**config.mk**
```make
export PLATFORM = sky130hd
export DESIGN_NAME = duc_core
export DESIGN_NICKNAME = d
export VERILOG_FILES = /design/src/pkg/duc_pkg.sv /design/src/core/duc_core.sv /design/src/core/duc_regmem.sv
export SDC_FILE = /design/constraint.sdc
export NUM_CORES = 2
export LEC_CHECK = 0
export BUFFER_PORTS_ARGS = -buffer_cell sky130_fd_sc_hd__buf_4
export CELL_PAD_IN_SITES_DETAIL_PLACEMENT = 1
export CELL_PAD_IN_SITES_GLOBAL_PLACEMENT = 1
export CORE_ASPECT_RATIO = 1.4
export CORE_MARGIN = 1
export CORE_UTILIZATION = 35
export CTS_CLUSTER_SIZE = 20
export DETAILED_ROUTE_END_ITERATION = 12
export GPL_ROUTABILITY_DRIVEN = 0
export GPL_TIMING_DRIVEN = 1
export PLACE_DENSITY = 0.62
export SYNTH_ARGS = -nofsm -noshare
export SYNTH_HDL_FRONTEND = slang
export SYNTH_SLANG_ARGS = --single-unit
```
**constraint.sdc**
```tcl
create_clock -name sys_clk_in -period 13.09 [get_ports sys_clk_in]
set_input_delay 0 -clock sys_clk_in [delete_from_list [all_inputs] [get_ports sys_clk_in]]
set_output_delay 0 -clock sys_clk_in [all_outputs]
set_load 0.03 [all_outputs]
```
**src/pkg/duc_pkg.sv**
```systemverilog
// Shared types and constants for the user calibration data path.
// Assumes one synchronous clock domain; imported whole by every design module.
package duc_pkg;

  // ****************************************
  // Sizes
  // ****************************************
  localparam int CODE_W     = 16;
  localparam int NUM_CH     = 8;
  localparam int CH_W       = 3;
  localparam int GROUP_SIZE = 4;
  localparam int NUM_GROUP  = 2;
  localparam int GAIN_EFF_W = CODE_W + 1;
  localparam int PROD_W     = CODE_W + GAIN_EFF_W;
  localparam int SUM_W      = CODE_W + 3;

  // ****************************************
  // Reset values and arithmetic constants
  // ****************************************
  localparam logic [CODE_W-1:0]     INPUT_RESET = 16'h0000;
  localparam logic [CODE_W-1:0]     GAIN_RESET  = 16'h8000;
  localparam logic [CODE_W-1:0]     ZERO_RESET  = 16'h0000;
  localparam logic [CODE_W-1:0]     DATA_RESET  = 16'h0000;
  localparam logic [CODE_W-1:0]     CODE_MAX    = 16'hFFFF;
  localparam logic [CODE_W-1:0]     CODE_MIN    = 16'h0000;
  localparam logic [GAIN_EFF_W-1:0] GAIN_BIAS   = 17'h08000;
  localparam int                    PROD_SHIFT  = 16;

  // ****************************************
  // Types
  // ****************************************
  typedef enum logic [1:0] {REG_INPUT, REG_GAIN, REG_ZERO, REG_DATA} duc_reg_e;

  typedef struct packed {
    duc_reg_e               kind;
    logic [CH_W-1:0]        chan;
    logic [CODE_W-1:0]      data;
  } duc_wr_s;

  typedef struct packed {
    duc_reg_e               kind;
    logic [CH_W-1:0]        chan;
  } duc_rd_s;

  typedef logic [NUM_CH-1:0][CODE_W-1:0] duc_codes_t;

endpackage

```
**src/core/duc_core.sv**
```systemverilog
// Calibration data path: channel registers, shared correction engine, latches.
// Assumes host write and read strobes are synchronous one-cycle requests.
`timescale 1ns/1ps
module duc_core
  import duc_pkg::*;
(
  input  wire logic                 sys_clk_in,            // System clock, 100 MHz
  input  wire logic                 reset_in,              // Synchronous reset, active high
  input  wire logic                 correction_enable_in,  // Correction engine enable
  input  wire logic                 wr_en_in,              // Register write strobe
  input  wire duc_wr_s              wr_in,                 // Write kind, channel, data
  input  wire logic                 rd_en_in,              // Register read strobe
  input  wire duc_rd_s              rd_in,                 // Read kind and channel
  output logic      [CODE_W-1:0]    rd_data_out,           // Read data
  output logic                      rd_valid_out,          // Read data valid pulse
  output duc_codes_t                latch_code_out,        // Converter latch codes
  output logic      [NUM_CH-1:0]    latch_upd_out,         // Latch reload pulse per channel
  output logic      [NUM_GROUP-1:0] group_busy_out,        // Correction work pending per group
  output logic                      engine_busy_out        // Engine not idle
);

  // ****************************************
  // Functions
  // ****************************************
  function automatic logic [NUM_GROUP-1:0] group_of(input logic [CH_W-1:0] ch);
    group_of = (ch < CH_W'(GROUP_SIZE)) ? NUM_GROUP'(1) : NUM_GROUP'(2);
  endfunction

  function automatic logic [CODE_W-1:0] sat_code(input logic signed [SUM_W-1:0] s);
    if (s < 0) begin
      sat_code = CODE_MIN;
    end else if (s > $signed({3'b000, CODE_MAX})) begin
      sat_code = CODE_MAX;
    end else begin
      sat_code = s[CODE_W-1:0];
    end
  endfunction

  // ****************************************
  // Write decode
  // ****************************************
  typedef enum logic [1:0] {ST_IDLE, ST_READ, ST_CALC, ST_WRITE} duc_state_e;

  duc_state_e              state_q;
  duc_state_e              state_d;
  logic [CH_W-1:0]         chan_q;
  logic [CODE_W-1:0]       result_q;
  logic [NUM_CH-1:0]       pending_q;
  logic [NUM_CH-1:0]       pending_d;
  logic [CODE_W-1:0]       in_rd;
  logic [CODE_W-1:0]       gain_rd;
  logic [CODE_W-1:0]       zero_rd;
  logic [CODE_W-1:0]       in_host;
  logic [CODE_W-1:0]       gain_host;
  logic [CODE_W-1:0]       zero_host;
  logic [CODE_W-1:0]       data_host;
  duc_reg_e                rd_kind_q;
  logic                    rd_pend_q;

  wire                     wr_input  = wr_en_in && (wr_in.kind == REG_INPUT || wr_in.kind == REG_DATA);
  wire                     wr_gain   = wr_en_in && (wr_in.kind == REG_GAIN);
  wire                     wr_zero   = wr_en_in && (wr_in.kind == REG_ZERO);
  wire                     in_we     = wr_input && correction_enable_in;
  wire                     bypass_we = wr_input && !correction_enable_in;
  wire                     req_set   = correction_enable_in && (wr_input || wr_gain || wr_zero);
  wire [NUM_CH-1:0]        set_vec   = req_set ? (NUM_CH'(1) << wr_in.chan) : '0;
  wire                     eng_stall = (state_q == ST_WRITE) && bypass_we;
  wire                     eng_we    = (state_q == ST_WRITE) && !eng_stall;
  wire                     data_we   = bypass_we || eng_we;
  wire [CH_W-1:0]          data_ch   = bypass_we ? wr_in.chan : chan_q;
  wire [CODE_W-1:0]        data_val  = bypass_we ? wr_in.data : result_q;

  // ****************************************
  // Channel registers
  // ****************************************
  duc_regmem #(.RESET_VAL(INPUT_RESET)) u_input_mem (
    .sys_clk_in  (sys_clk_in),
    .reset_in    (reset_in),
    .we_in       (in_we),
    .waddr_in    (wr_in.chan),
    .wdata_in    (wr_in.data),
    .raddr_a_in  (rd_in.chan),
    .raddr_b_in  (chan_q),
    .rdata_a_out (in_host),
    .rdata_b_out (in_rd)
  );

  duc_regmem #(.RESET_VAL(GAIN_RESET)) u_gain_mem (
    .sys_clk_in  (sys_clk_in),
    .reset_in    (reset_in),
    .we_in       (wr_gain),
    .waddr_in    (wr_in.chan),
    .wdata_in    (wr_in.data),
    .raddr_a_in  (rd_in.chan),
    .raddr_b_in  (chan_q),
    .rdata_a_out (gain_host),
    .rdata_b_out (gain_rd)
  );

  duc_regmem #(.RESET_VAL(ZERO_RESET)) u_zero_mem (
    .sys_clk_in  (sys_clk_in),
    .reset_in    (reset_in),
    .we_in       (wr_zero),
    .waddr_in    (wr_in.chan),
    .wdata_in    (wr_in.data),
    .raddr_a_in  (rd_in.chan),
    .raddr_b_in  (chan_q),
    .rdata_a_out (zero_host),
    .rdata_b_out (zero_rd)
  );

  duc_regmem #(.RESET_VAL(DATA_RESET)) u_data_mem (
    .sys_clk_in  (sys_clk_in),
    .reset_in    (reset_in),
    .we_in       (data_we),
    .waddr_in    (data_ch),
    .wdata_in    (data_val),
    .raddr_a_in  (rd_in.chan),
    .raddr_b_in  (chan_q),
    .rdata_a_out (data_host),
    .rdata_b_out ()
  );

  // ****************************************
  // Host readback
  // ****************************************
  wire [CODE_W-1:0] rd_mux = (rd_kind_q == REG_INPUT) ? in_host :
                             (rd_kind_q == REG_GAIN)  ? gain_host :
                             (rd_kind_q == REG_ZERO)  ? zero_host : data_host;

  always_ff @(posedge sys_clk_in) begin
    if (reset_in) begin
      rd_kind_q    <= REG_INPUT;
      rd_pend_q    <= 1'b0;
      rd_data_out  <= CODE_MIN;
      rd_valid_out <= 1'b0;
    end else begin
      rd_kind_q    <= rd_in.kind;
      rd_pend_q    <= rd_en_in;
      rd_valid_out <= rd_pend_q;
      if (rd_pend_q) begin
        rd_data_out <= rd_mux;
      end
    end
  end

  // ****************************************
  // Shared correction engine
  // ****************************************
  logic [CH_W-1:0] pick;
  always_comb begin
    pick = '0;
    for (int i = NUM_CH - 1; i >= 0; i--) begin
      if (pending_q[i]) begin
        pick = CH_W'(i);
      end
    end
  end

  wire                           start     = (state_q == ST_IDLE) && correction_enable_in && (pending_q != '0);
  wire [NUM_CH-1:0]              clr_vec   = start ? (NUM_CH'(1) << pick) : '0;
  wire [GAIN_EFF_W-1:0]          gain_eff  = {1'b0, gain_rd} + GAIN_BIAS;
  wire [PROD_W-1:0]              prod      = PROD_W'(in_rd) * PROD_W'(gain_eff);
  wire [GAIN_EFF_W-1:0]          scaled    = GAIN_EFF_W'(prod >> PROD_SHIFT);
  wire signed [SUM_W-1:0]        zero_ext  = SUM_W'($signed(zero_rd));
  wire signed [SUM_W-1:0]        sum_w     = $signed({2'b00, scaled}) + zero_ext;

  // Queue: a new request wins over the clear of the same bit
  assign pending_d = correction_enable_in ? ((pending_q & ~clr_vec) | set_vec) : '0;

  always_comb begin
    state_d = state_q;
    case (state_q)
      ST_IDLE:  state_d = start ? ST_READ : ST_IDLE;
      ST_READ:  state_d = ST_CALC;
      ST_CALC:  state_d = ST_WRITE;
      ST_WRITE: state_d = eng_stall ? ST_WRITE : ST_IDLE;
      default:  state_d = ST_IDLE;
    endcase
  end

  always_ff @(posedge sys_clk_in) begin
    if (reset_in) begin
      state_q   <= ST_IDLE;
      pending_q <= '0;
      chan_q    <= '0;
      result_q  <= CODE_MIN;
    end else begin
      state_q   <= state_d;
      pending_q <= pending_d;
      if (start) begin
        chan_q <= pick;
      end
      if (state_q == ST_CALC) begin
        result_q <= sat_code(sum_w);
      end
    end
  end

  // ****************************************
  // Converter latches and group status
  // ****************************************
  always_ff @(posedge sys_clk_in) begin
    if (reset_in) begin
      latch_code_out <= {NUM_CH{DATA_RESET}};
      latch_upd_out  <= '0;
    end else begin
      latch_upd_out <= data_we ? (NUM_CH'(1) << data_ch) : '0;
      if (data_we) begin
        latch_code_out[data_ch] <= data_val;
      end
    end
  end

  wire [NUM_GROUP-1:0] active_grp = (state_q != ST_IDLE) ? group_of(chan_q) : '0;
  assign group_busy_out  = active_grp | {(|pending_q[NUM_CH-1:GROUP_SIZE]), (|pending_q[GROUP_SIZE-1:0])};
  assign engine_busy_out = (state_q != ST_IDLE);
endmodule

```
**src/core/duc_regmem.sv**
```systemverilog
// Eight-word register memory, one write port, two registered read ports.
// Assumes a synchronous active-high reset that loads every word with RESET_VAL.
`timescale 1ns/1ps
module duc_regmem
  import duc_pkg::*;
#(
  parameter logic [CODE_W-1:0] RESET_VAL = 16'h0000
) (
  input  wire logic              sys_clk_in,  // System clock
  input  wire logic              reset_in,    // Synchronous reset
  input  wire logic              we_in,       // Write enable
  input  wire logic [CH_W-1:0]   waddr_in,    // Write channel
  input  wire logic [CODE_W-1:0] wdata_in,    // Write data
  input  wire logic [CH_W-1:0]   raddr_a_in,  // Read channel, port A
  input  wire logic [CH_W-1:0]   raddr_b_in,  // Read channel, port B
  output logic      [CODE_W-1:0] rdata_a_out, // Registered data, port A
  output logic      [CODE_W-1:0] rdata_b_out  // Registered data, port B
);

  logic [NUM_CH-1:0][CODE_W-1:0] mem_q;

  always_ff @(posedge sys_clk_in) begin
    if (reset_in) begin
      mem_q <= {NUM_CH{RESET_VAL}};
    end else if (we_in) begin
      mem_q[waddr_in] <= wdata_in;
    end
  end

  always_ff @(posedge sys_clk_in) begin
    if (reset_in) begin
      rdata_a_out <= RESET_VAL;
      rdata_b_out <= RESET_VAL;
    end else begin
      rdata_a_out <= mem_q[raddr_a_in];
      rdata_b_out <= mem_q[raddr_b_in];
    end
  end

endmodule

```
### Word level (Yosys, flattened, before mapping)

Cells that the tools add are included.

* input bits: 31
* register bits: 809

* equality and inequality tests: 8
* bitwise gates (word level): 6
* add/subtract/negate cells: 2
* shifts and indexed selects: 3
* $lt $le $gt $ge: 9
* reductions and logical operators: 27
* mux-type cells: 45
* multiply operators: 1

Operators by type and width (number)
* $bwmux 128: 5
* $bmux 16 s3: 7
* $mux 16: 15
* $demux 16 s3: 2
* $mul 16x17->33: 1
* $mux 3: 9
* $shl 1x3->8 const A: 3
* $add 18x16->19: 1
* $gt 19x17->1 const B: 1
* $lt 19x1->1 const B: 1
* $add 16x16->17 const B: 1
* $lt 3x4->1 const B: 4
* $mux 8: 2
* $logic_and 1x1->1: 12
* $eq 2x2->1 const B: 5
* $and 8x8->8: 1
* $not 8->8: 1
* $or 8x8->8: 1
* $pmux 2 s4: 1
* $reduce_bool 8->1: 1
* $reduce_or 4->1: 2
* $eq 2x1->1 const B: 3
* $ge 3x1->1 const B: 2
* $logic_not 2->1: 3
* 9 further kinds: 17

### Longest topological paths before layout

* word-level depth: 13
* mapped depth: 34
* gate-level depth less buffers: 32

### Hierarchy

Synthesis repeated with hierarchy kept, for this count alone.

* cells, all modules: 4895
* area, all modules: 46321.9 um^2

Modules (own cells, without submodules)
* duc_regmem at u_data_mem ...: area an instance 7484.7 um^2, cells an instance 773, instances 3
* duc_core: area an instance 16306.9 um^2, cells an instance 1791, instances 1
* duc_regmem at u_gain_mem: area an instance 7561.0 um^2, cells an instance 785, instances 1

### Least setup slack after synthesis

OpenSTA, ideal clock, no wires.

* kind: reg-to-reg
* from: register u_gain_mem.rdata_b_out[15]
* to: register result_q[5]
* library setup time: 0.122 ns
* path slack: 5.375 ns
* data arrival time: 7.593 ns
* data required time: 12.968 ns
* cell stages (with the launch flop): 30
* period minus slack after synthesis: 7.715 ns
* cell sequence: dfxtp_1 clkbuf_1 clkbuf_1 nand2_1 fa_1 fa_1 inv_1 fa_1 fa_1 fa_1 inv_1 fa_1 inv_1 ha_1 nand4_1 o31ai_1 a221o_1 a31oi_1 o211ai_1 a31oi_1 o21bai_1 xor2_1 ha_1 a21o_1 a21o_1 nor2_1 o2bb2ai_2 mux2_4 buf_2 a221o_1

* longest elaborated chain between the ends: 6

RTL lines
* start, declared: line duc_regmem.sv:17 `output logic [CODE_W-1:0] rdata_b_out`
* start signal, assigned: line duc_regmem.sv:36 `rdata_b_out <= mem_q[raddr_b_in];`
* $add 16x16->17 *: line duc_core.sv:162 `wire [GAIN_EFF_W-1:0] gain_eff = {1'b0, gain_rd} + GAIN_BIAS;`
* $mul 16x17->33 *: line duc_core.sv:163 `wire [PROD_W-1:0] prod = PROD_W'(in_rd) * PROD_W'(gain_eff);`
* $add 18x16->19 *: line duc_core.sv:166 `wire signed [SUM_W-1:0] sum_w = $signed({2'b00, scaled}) + zero_ext;`
* $gt 19x17->1: line duc_core.sv:32 `end else if (s > $signed({3'b000, CODE_MAX})) begin`
* $mux 16: line duc_core.sv:32
* $mux 16 *: line duc_core.sv:30 `if (s < 0) begin`
* end signal, assigned: line duc_core.sv:195 `result_q <= sat_code(sum_w);`
* end, declared: line duc_core.sv:47 `logic [CODE_W-1:0] result_q;`

Mark *: on every way between the ends. The rest lies on a longest branch, timed or not.
A chain may end at the register's enable or synchronous reset.

### Worst setup path after layout

* from: register u_input_mem.rdata_b_out[1]
* to: register result_q[5]

* longest elaborated chain between the ends: 5

RTL lines (line)
* start, declared: duc_regmem.sv:17
* start signal, assigned: duc_regmem.sv:36
* $mul 16x17->33 *: duc_core.sv:163
* $add 18x16->19 *: duc_core.sv:166
* $gt 19x17->1: duc_core.sv:32
* $mux 16: duc_core.sv:32
* $mux 16 *: duc_core.sv:30

Marked as above.

==> run_results.csv <==
group,metric,value,unit
die,die_w,283,um
detailed_routing,finalWirelength,139000,um
critical_path,cp-start-kind,"flip-flop",
detailed_routing,remaining_drc_errors,0,
yosys,synth_top_area_share,35.2,%
yosys,mappedNetlistArea,38700,um2
yosys,synth-seq-cells,681,
critical_path,cp_common_cell,"fa_1",
run,maxCapViolCount,0,
clock_tree,root_buffer,"clkbuf_16",
die,die_area,112000,um2
global_route,grt_pass1_vias,32600,
finish,final_area,43800,um2
detailed_routing,via_per_inst,5.40,
die,start_util,35.5,%
yosys,syn_avg_cell_area,9.33,um2
timing,finalSetupTns,0,ps
critical_path,cp.required,13680,ps
die,rows,143,
yosys,ys_seq_area_share,35.2,%
finish,seq_area,13600,um2
placed_design,portBuffers,186,
global_route,grt_pass1_wl,211000,um
detailed_routing,dr.pass1.iters,5,
yosys,ys_types,66,
timing,period_minus_slack,8570,ps
yosys,synth_xor_xnor_area_share,0.747,%
critical_path,critPathArrivalTime,9170,ps
yosys,syn_inst,4146,
timing,final.setup_skew,28.8,ps
yosys,yosysMostFrequentCell,"nand2_1",
hold_path,min_path_type,"primary input to flip-flop",
critical_path,crit_end,"result_q[5]$_SDFFE_PP0P_",
yosys,synthMuxAreaShare,18.0,%
yosys,synth_simple_gate_area_share,16.0,%
yosys,synth_commonest_cells,"986 x nand2_1, 681 x dfxtp_1, 419 x a21oi_1",
clock_tree,cts_sinks,681,
yosys,synth_top_family_by_area,"multiplexers",
yosys,synth-compound-area-share,9.91,%
die,die_h,395,um
global_route,grt_max_degree,137,
detailed_routing,initialDrtViolationCount,1937,
timing,period_share,65.5,%
yosys,synthAdderAreaFrac,14.6,%
finish,nFillCells,12400,
critical_path,crit_slowest_cell,"dfxtp_1",
clock_tree,cts_buffers,74,
placed_design,dp_hpwl,95100,um
critical_path,cp_slowest_stage_delay,760,ps
timing,tightest_slew,1280,ps
clock_tree,cts.clk_slew.worst_paths,60,ps
clock_tree,cts_tree,"yes",
critical_path,path_delay_family,"adder cells",
timing,setup_ws,4520,ps
critical_path,critPathBufInv,3,
detailed_routing,antenna_left,0,
detailed_routing,vias,30700,
critical_path,r2r_start,"u_input_mem.rdata_b_out[1]$_SDFF_PP0_",
clock_tree,cts_buffer_depth,3,
clock_tree,clock_latency,660,ps
critical_path,ff2ff_path_depth,26,
yosys,synthFlopType,"dfxtp_1",
global_route,track_usage,25.0,%
timing,max_clock_freq,117,MHz
die,core_area,109000,um2
critical_path,r2r_slack,4520,ps
timing,setup_violations,0,
finish,drive_gt1_share,14.7,%
timing,report.final.slew_viol_count,0,
clock_tree,htreeDepth,3,
placed_design,placed_area,41100,um2
timing,hold_viol_final,0,
timing,rsz0062_at_grt,"false",
critical_path,rr_endpoint,"result_q[5]$_SDFFE_PP0P_",
critical_path,path_class,"flip-flop to flip-flop",
outcome,outcome,"finished clean",
yosys,synth_edf_count,0,
critical_path,cp_max_fo,17,
global_route,overflow,0,
critical_path,crit_cells,26,
timing,maxSlewHeadroom,14.6,%
yosys,synth_top_cell_by_area,"dfxtp_1",
placed_design,place_ws,4490,ps
critical_path,critPathCaptureType,"flip-flop",
yosys,synthArstFlopShare,0,%
clock_tree,cts_resized,0,
yosys,yosys-top-cells-area,"dfxtp_1 35%, mux4_2 14%, fa_1 11%, nand2_1 9.6%, a21oi_1 5.4%",
global_route,antenna_found_initial,3,
power_and_ir_drop,power_density,103,nW/um2
finish,multi_input_area,23000,um2
finish,areaGrowthSynthToFinish,13.3,%
finish,fin_nets,4537,
detailed_routing,wire_per_inst,24.5,um
critical_path,crit_path_start,"u_input_mem.rdata_b_out[1]$_SDFF_PP0_",
yosys,synth_warnings,0,
power_and_ir_drop,power_leakage,16.6,nW
die,pin_count,187,
power_and_ir_drop,peakVddDrop,0.0864,mV
-- what timing repair did --
| item | 4_1_cts | 5_1_grt |
|---|---|---|
| setup buffers | 0 | 0 |
| hold endpoints to repair | 490 | 0 |
| hold buffers | 26 | 0 |
-- layer usage --
layer	routed length [um]	up-vias	global-route usage [%]	part of all wire, %
met1	58800	15900	31.0	42
met2	71900	574	45.0	52
met4	4520	0	8.61	3.2
met3	4320	208	2.35	3.1
li1	-	14000	-	-
met5	0	-	0	0
-- worst reg2reg max path: cells and delay by family (launching register included) --
family | cells | cell delay [ps]
AOI/OAI and AO/OA | 12 | 3460
xor gates and xnor gates | 1 | 150
adders and majority gates | 8 | 3680
buffers and inverters | 3 | 140
DFF | 1 | 760
and+or+nand+nor | 2 | 300
-- through the flow --
| step | std cells | power [W] | hold slack (ps) | util [%] |
|---|---|---|---|---|
| after floorplan | 4148 | 0.00232 | 128 | - |
| after global placement | 5526 | 0.00241 | 214 | 37.8 |
| after detailed placement | 5526 | 0.00241 | 216 | 37.8 |
| after CTS | 5683 | 0.00458 | 53.0 | 40.2 |
| after global routing | 5683 | 0.00467 | 88.6 | 40.2 |
| final | 5684 | 0.00454 | 93.8 | 40.2 |
-- cell usage in the layout, fill, tap and decap left out, drive strengths merged, types with 21 or more instances in the layout --
cell type and count:
mux2i 149, mux4 240, nand2 986, o21ai 21, fa 208, ha 120, xnor2 23, clkbuf 106
dfxtp 681, nor2 335, a211oi 134, a21oi 420, dlygate4sd3 26, buf 236, inv 248, and2 111
-- logic make-up (layout without fill, tap and decap cells) --
group,count (synthesis),after routing
fa+ha+maj,328,328
xor+xnor,33,33
other cells,2,5
compound gates,642,642
mux,393,393
flops,681,681
simple gates,1513,1513
buf+inv,554,639
-- worst min-delay path by stage --
stage	slack, ps	end	from	depth (start not counted)
floorplan	130	rd_kind_q[0]$_SDFF_PP0_	rd_in[3]	1
finish	90	rd_pend_q$_SDFF_PP0_	rd_en_in	3
CTS	50	rd_pend_q$_SDFF_PP0_	rd_en_in	3
global route	90	rd_pend_q$_SDFF_PP0_	rd_en_in	3
global placement	210	rd_pend_q$_SDFF_PP0_	rd_en_in	2
detailed placement	220	rd_pend_q$_SDFF_PP0_	rd_en_in	2
-- sequential cells by signal, indices dropped and copies added, names as in the netlist, 8 cells and up --
register                 cells
latch_code_out              96
latch_upd_out                8
pending_q                    8
rd_data_out                 16
result_q                    16
u_data_mem.mem_q            32
u_data_mem.rdata_a_out      16
u_gain_mem.mem_q           128
u_gain_mem.rdata_a_out      16
u_gain_mem.rdata_b_out      16
u_input_mem.mem_q          128
u_input_mem.rdata_a_out     16
u_input_mem.rdata_b_out     16
u_zero_mem.mem_q           128
u_zero_mem.rdata_a_out      16
u_zero_mem.rdata_b_out      16
-- layout make-up --
class | instances | share of cell area [%]
Antenna cell | 1 | 0.00571
Clock buffer | 105 | 4.79
Clock inverter | 26 | 0.751
Inverter | 245 | 2.10
Multi-Input combinational cell | 2913 | 52.4
Sequential cell | 681 | 31.1
Tap cell | 1450 | 4.14
Timing Repair Buffer | 263 | 4.72
-- report_power, final --
group	switching, W	internal [W]
Clock	0.000920	0.00124
Sequential	0.0000183	0.00209
Combinational	0.000186	0.0000806
Power figures use the tool's default switching activity.
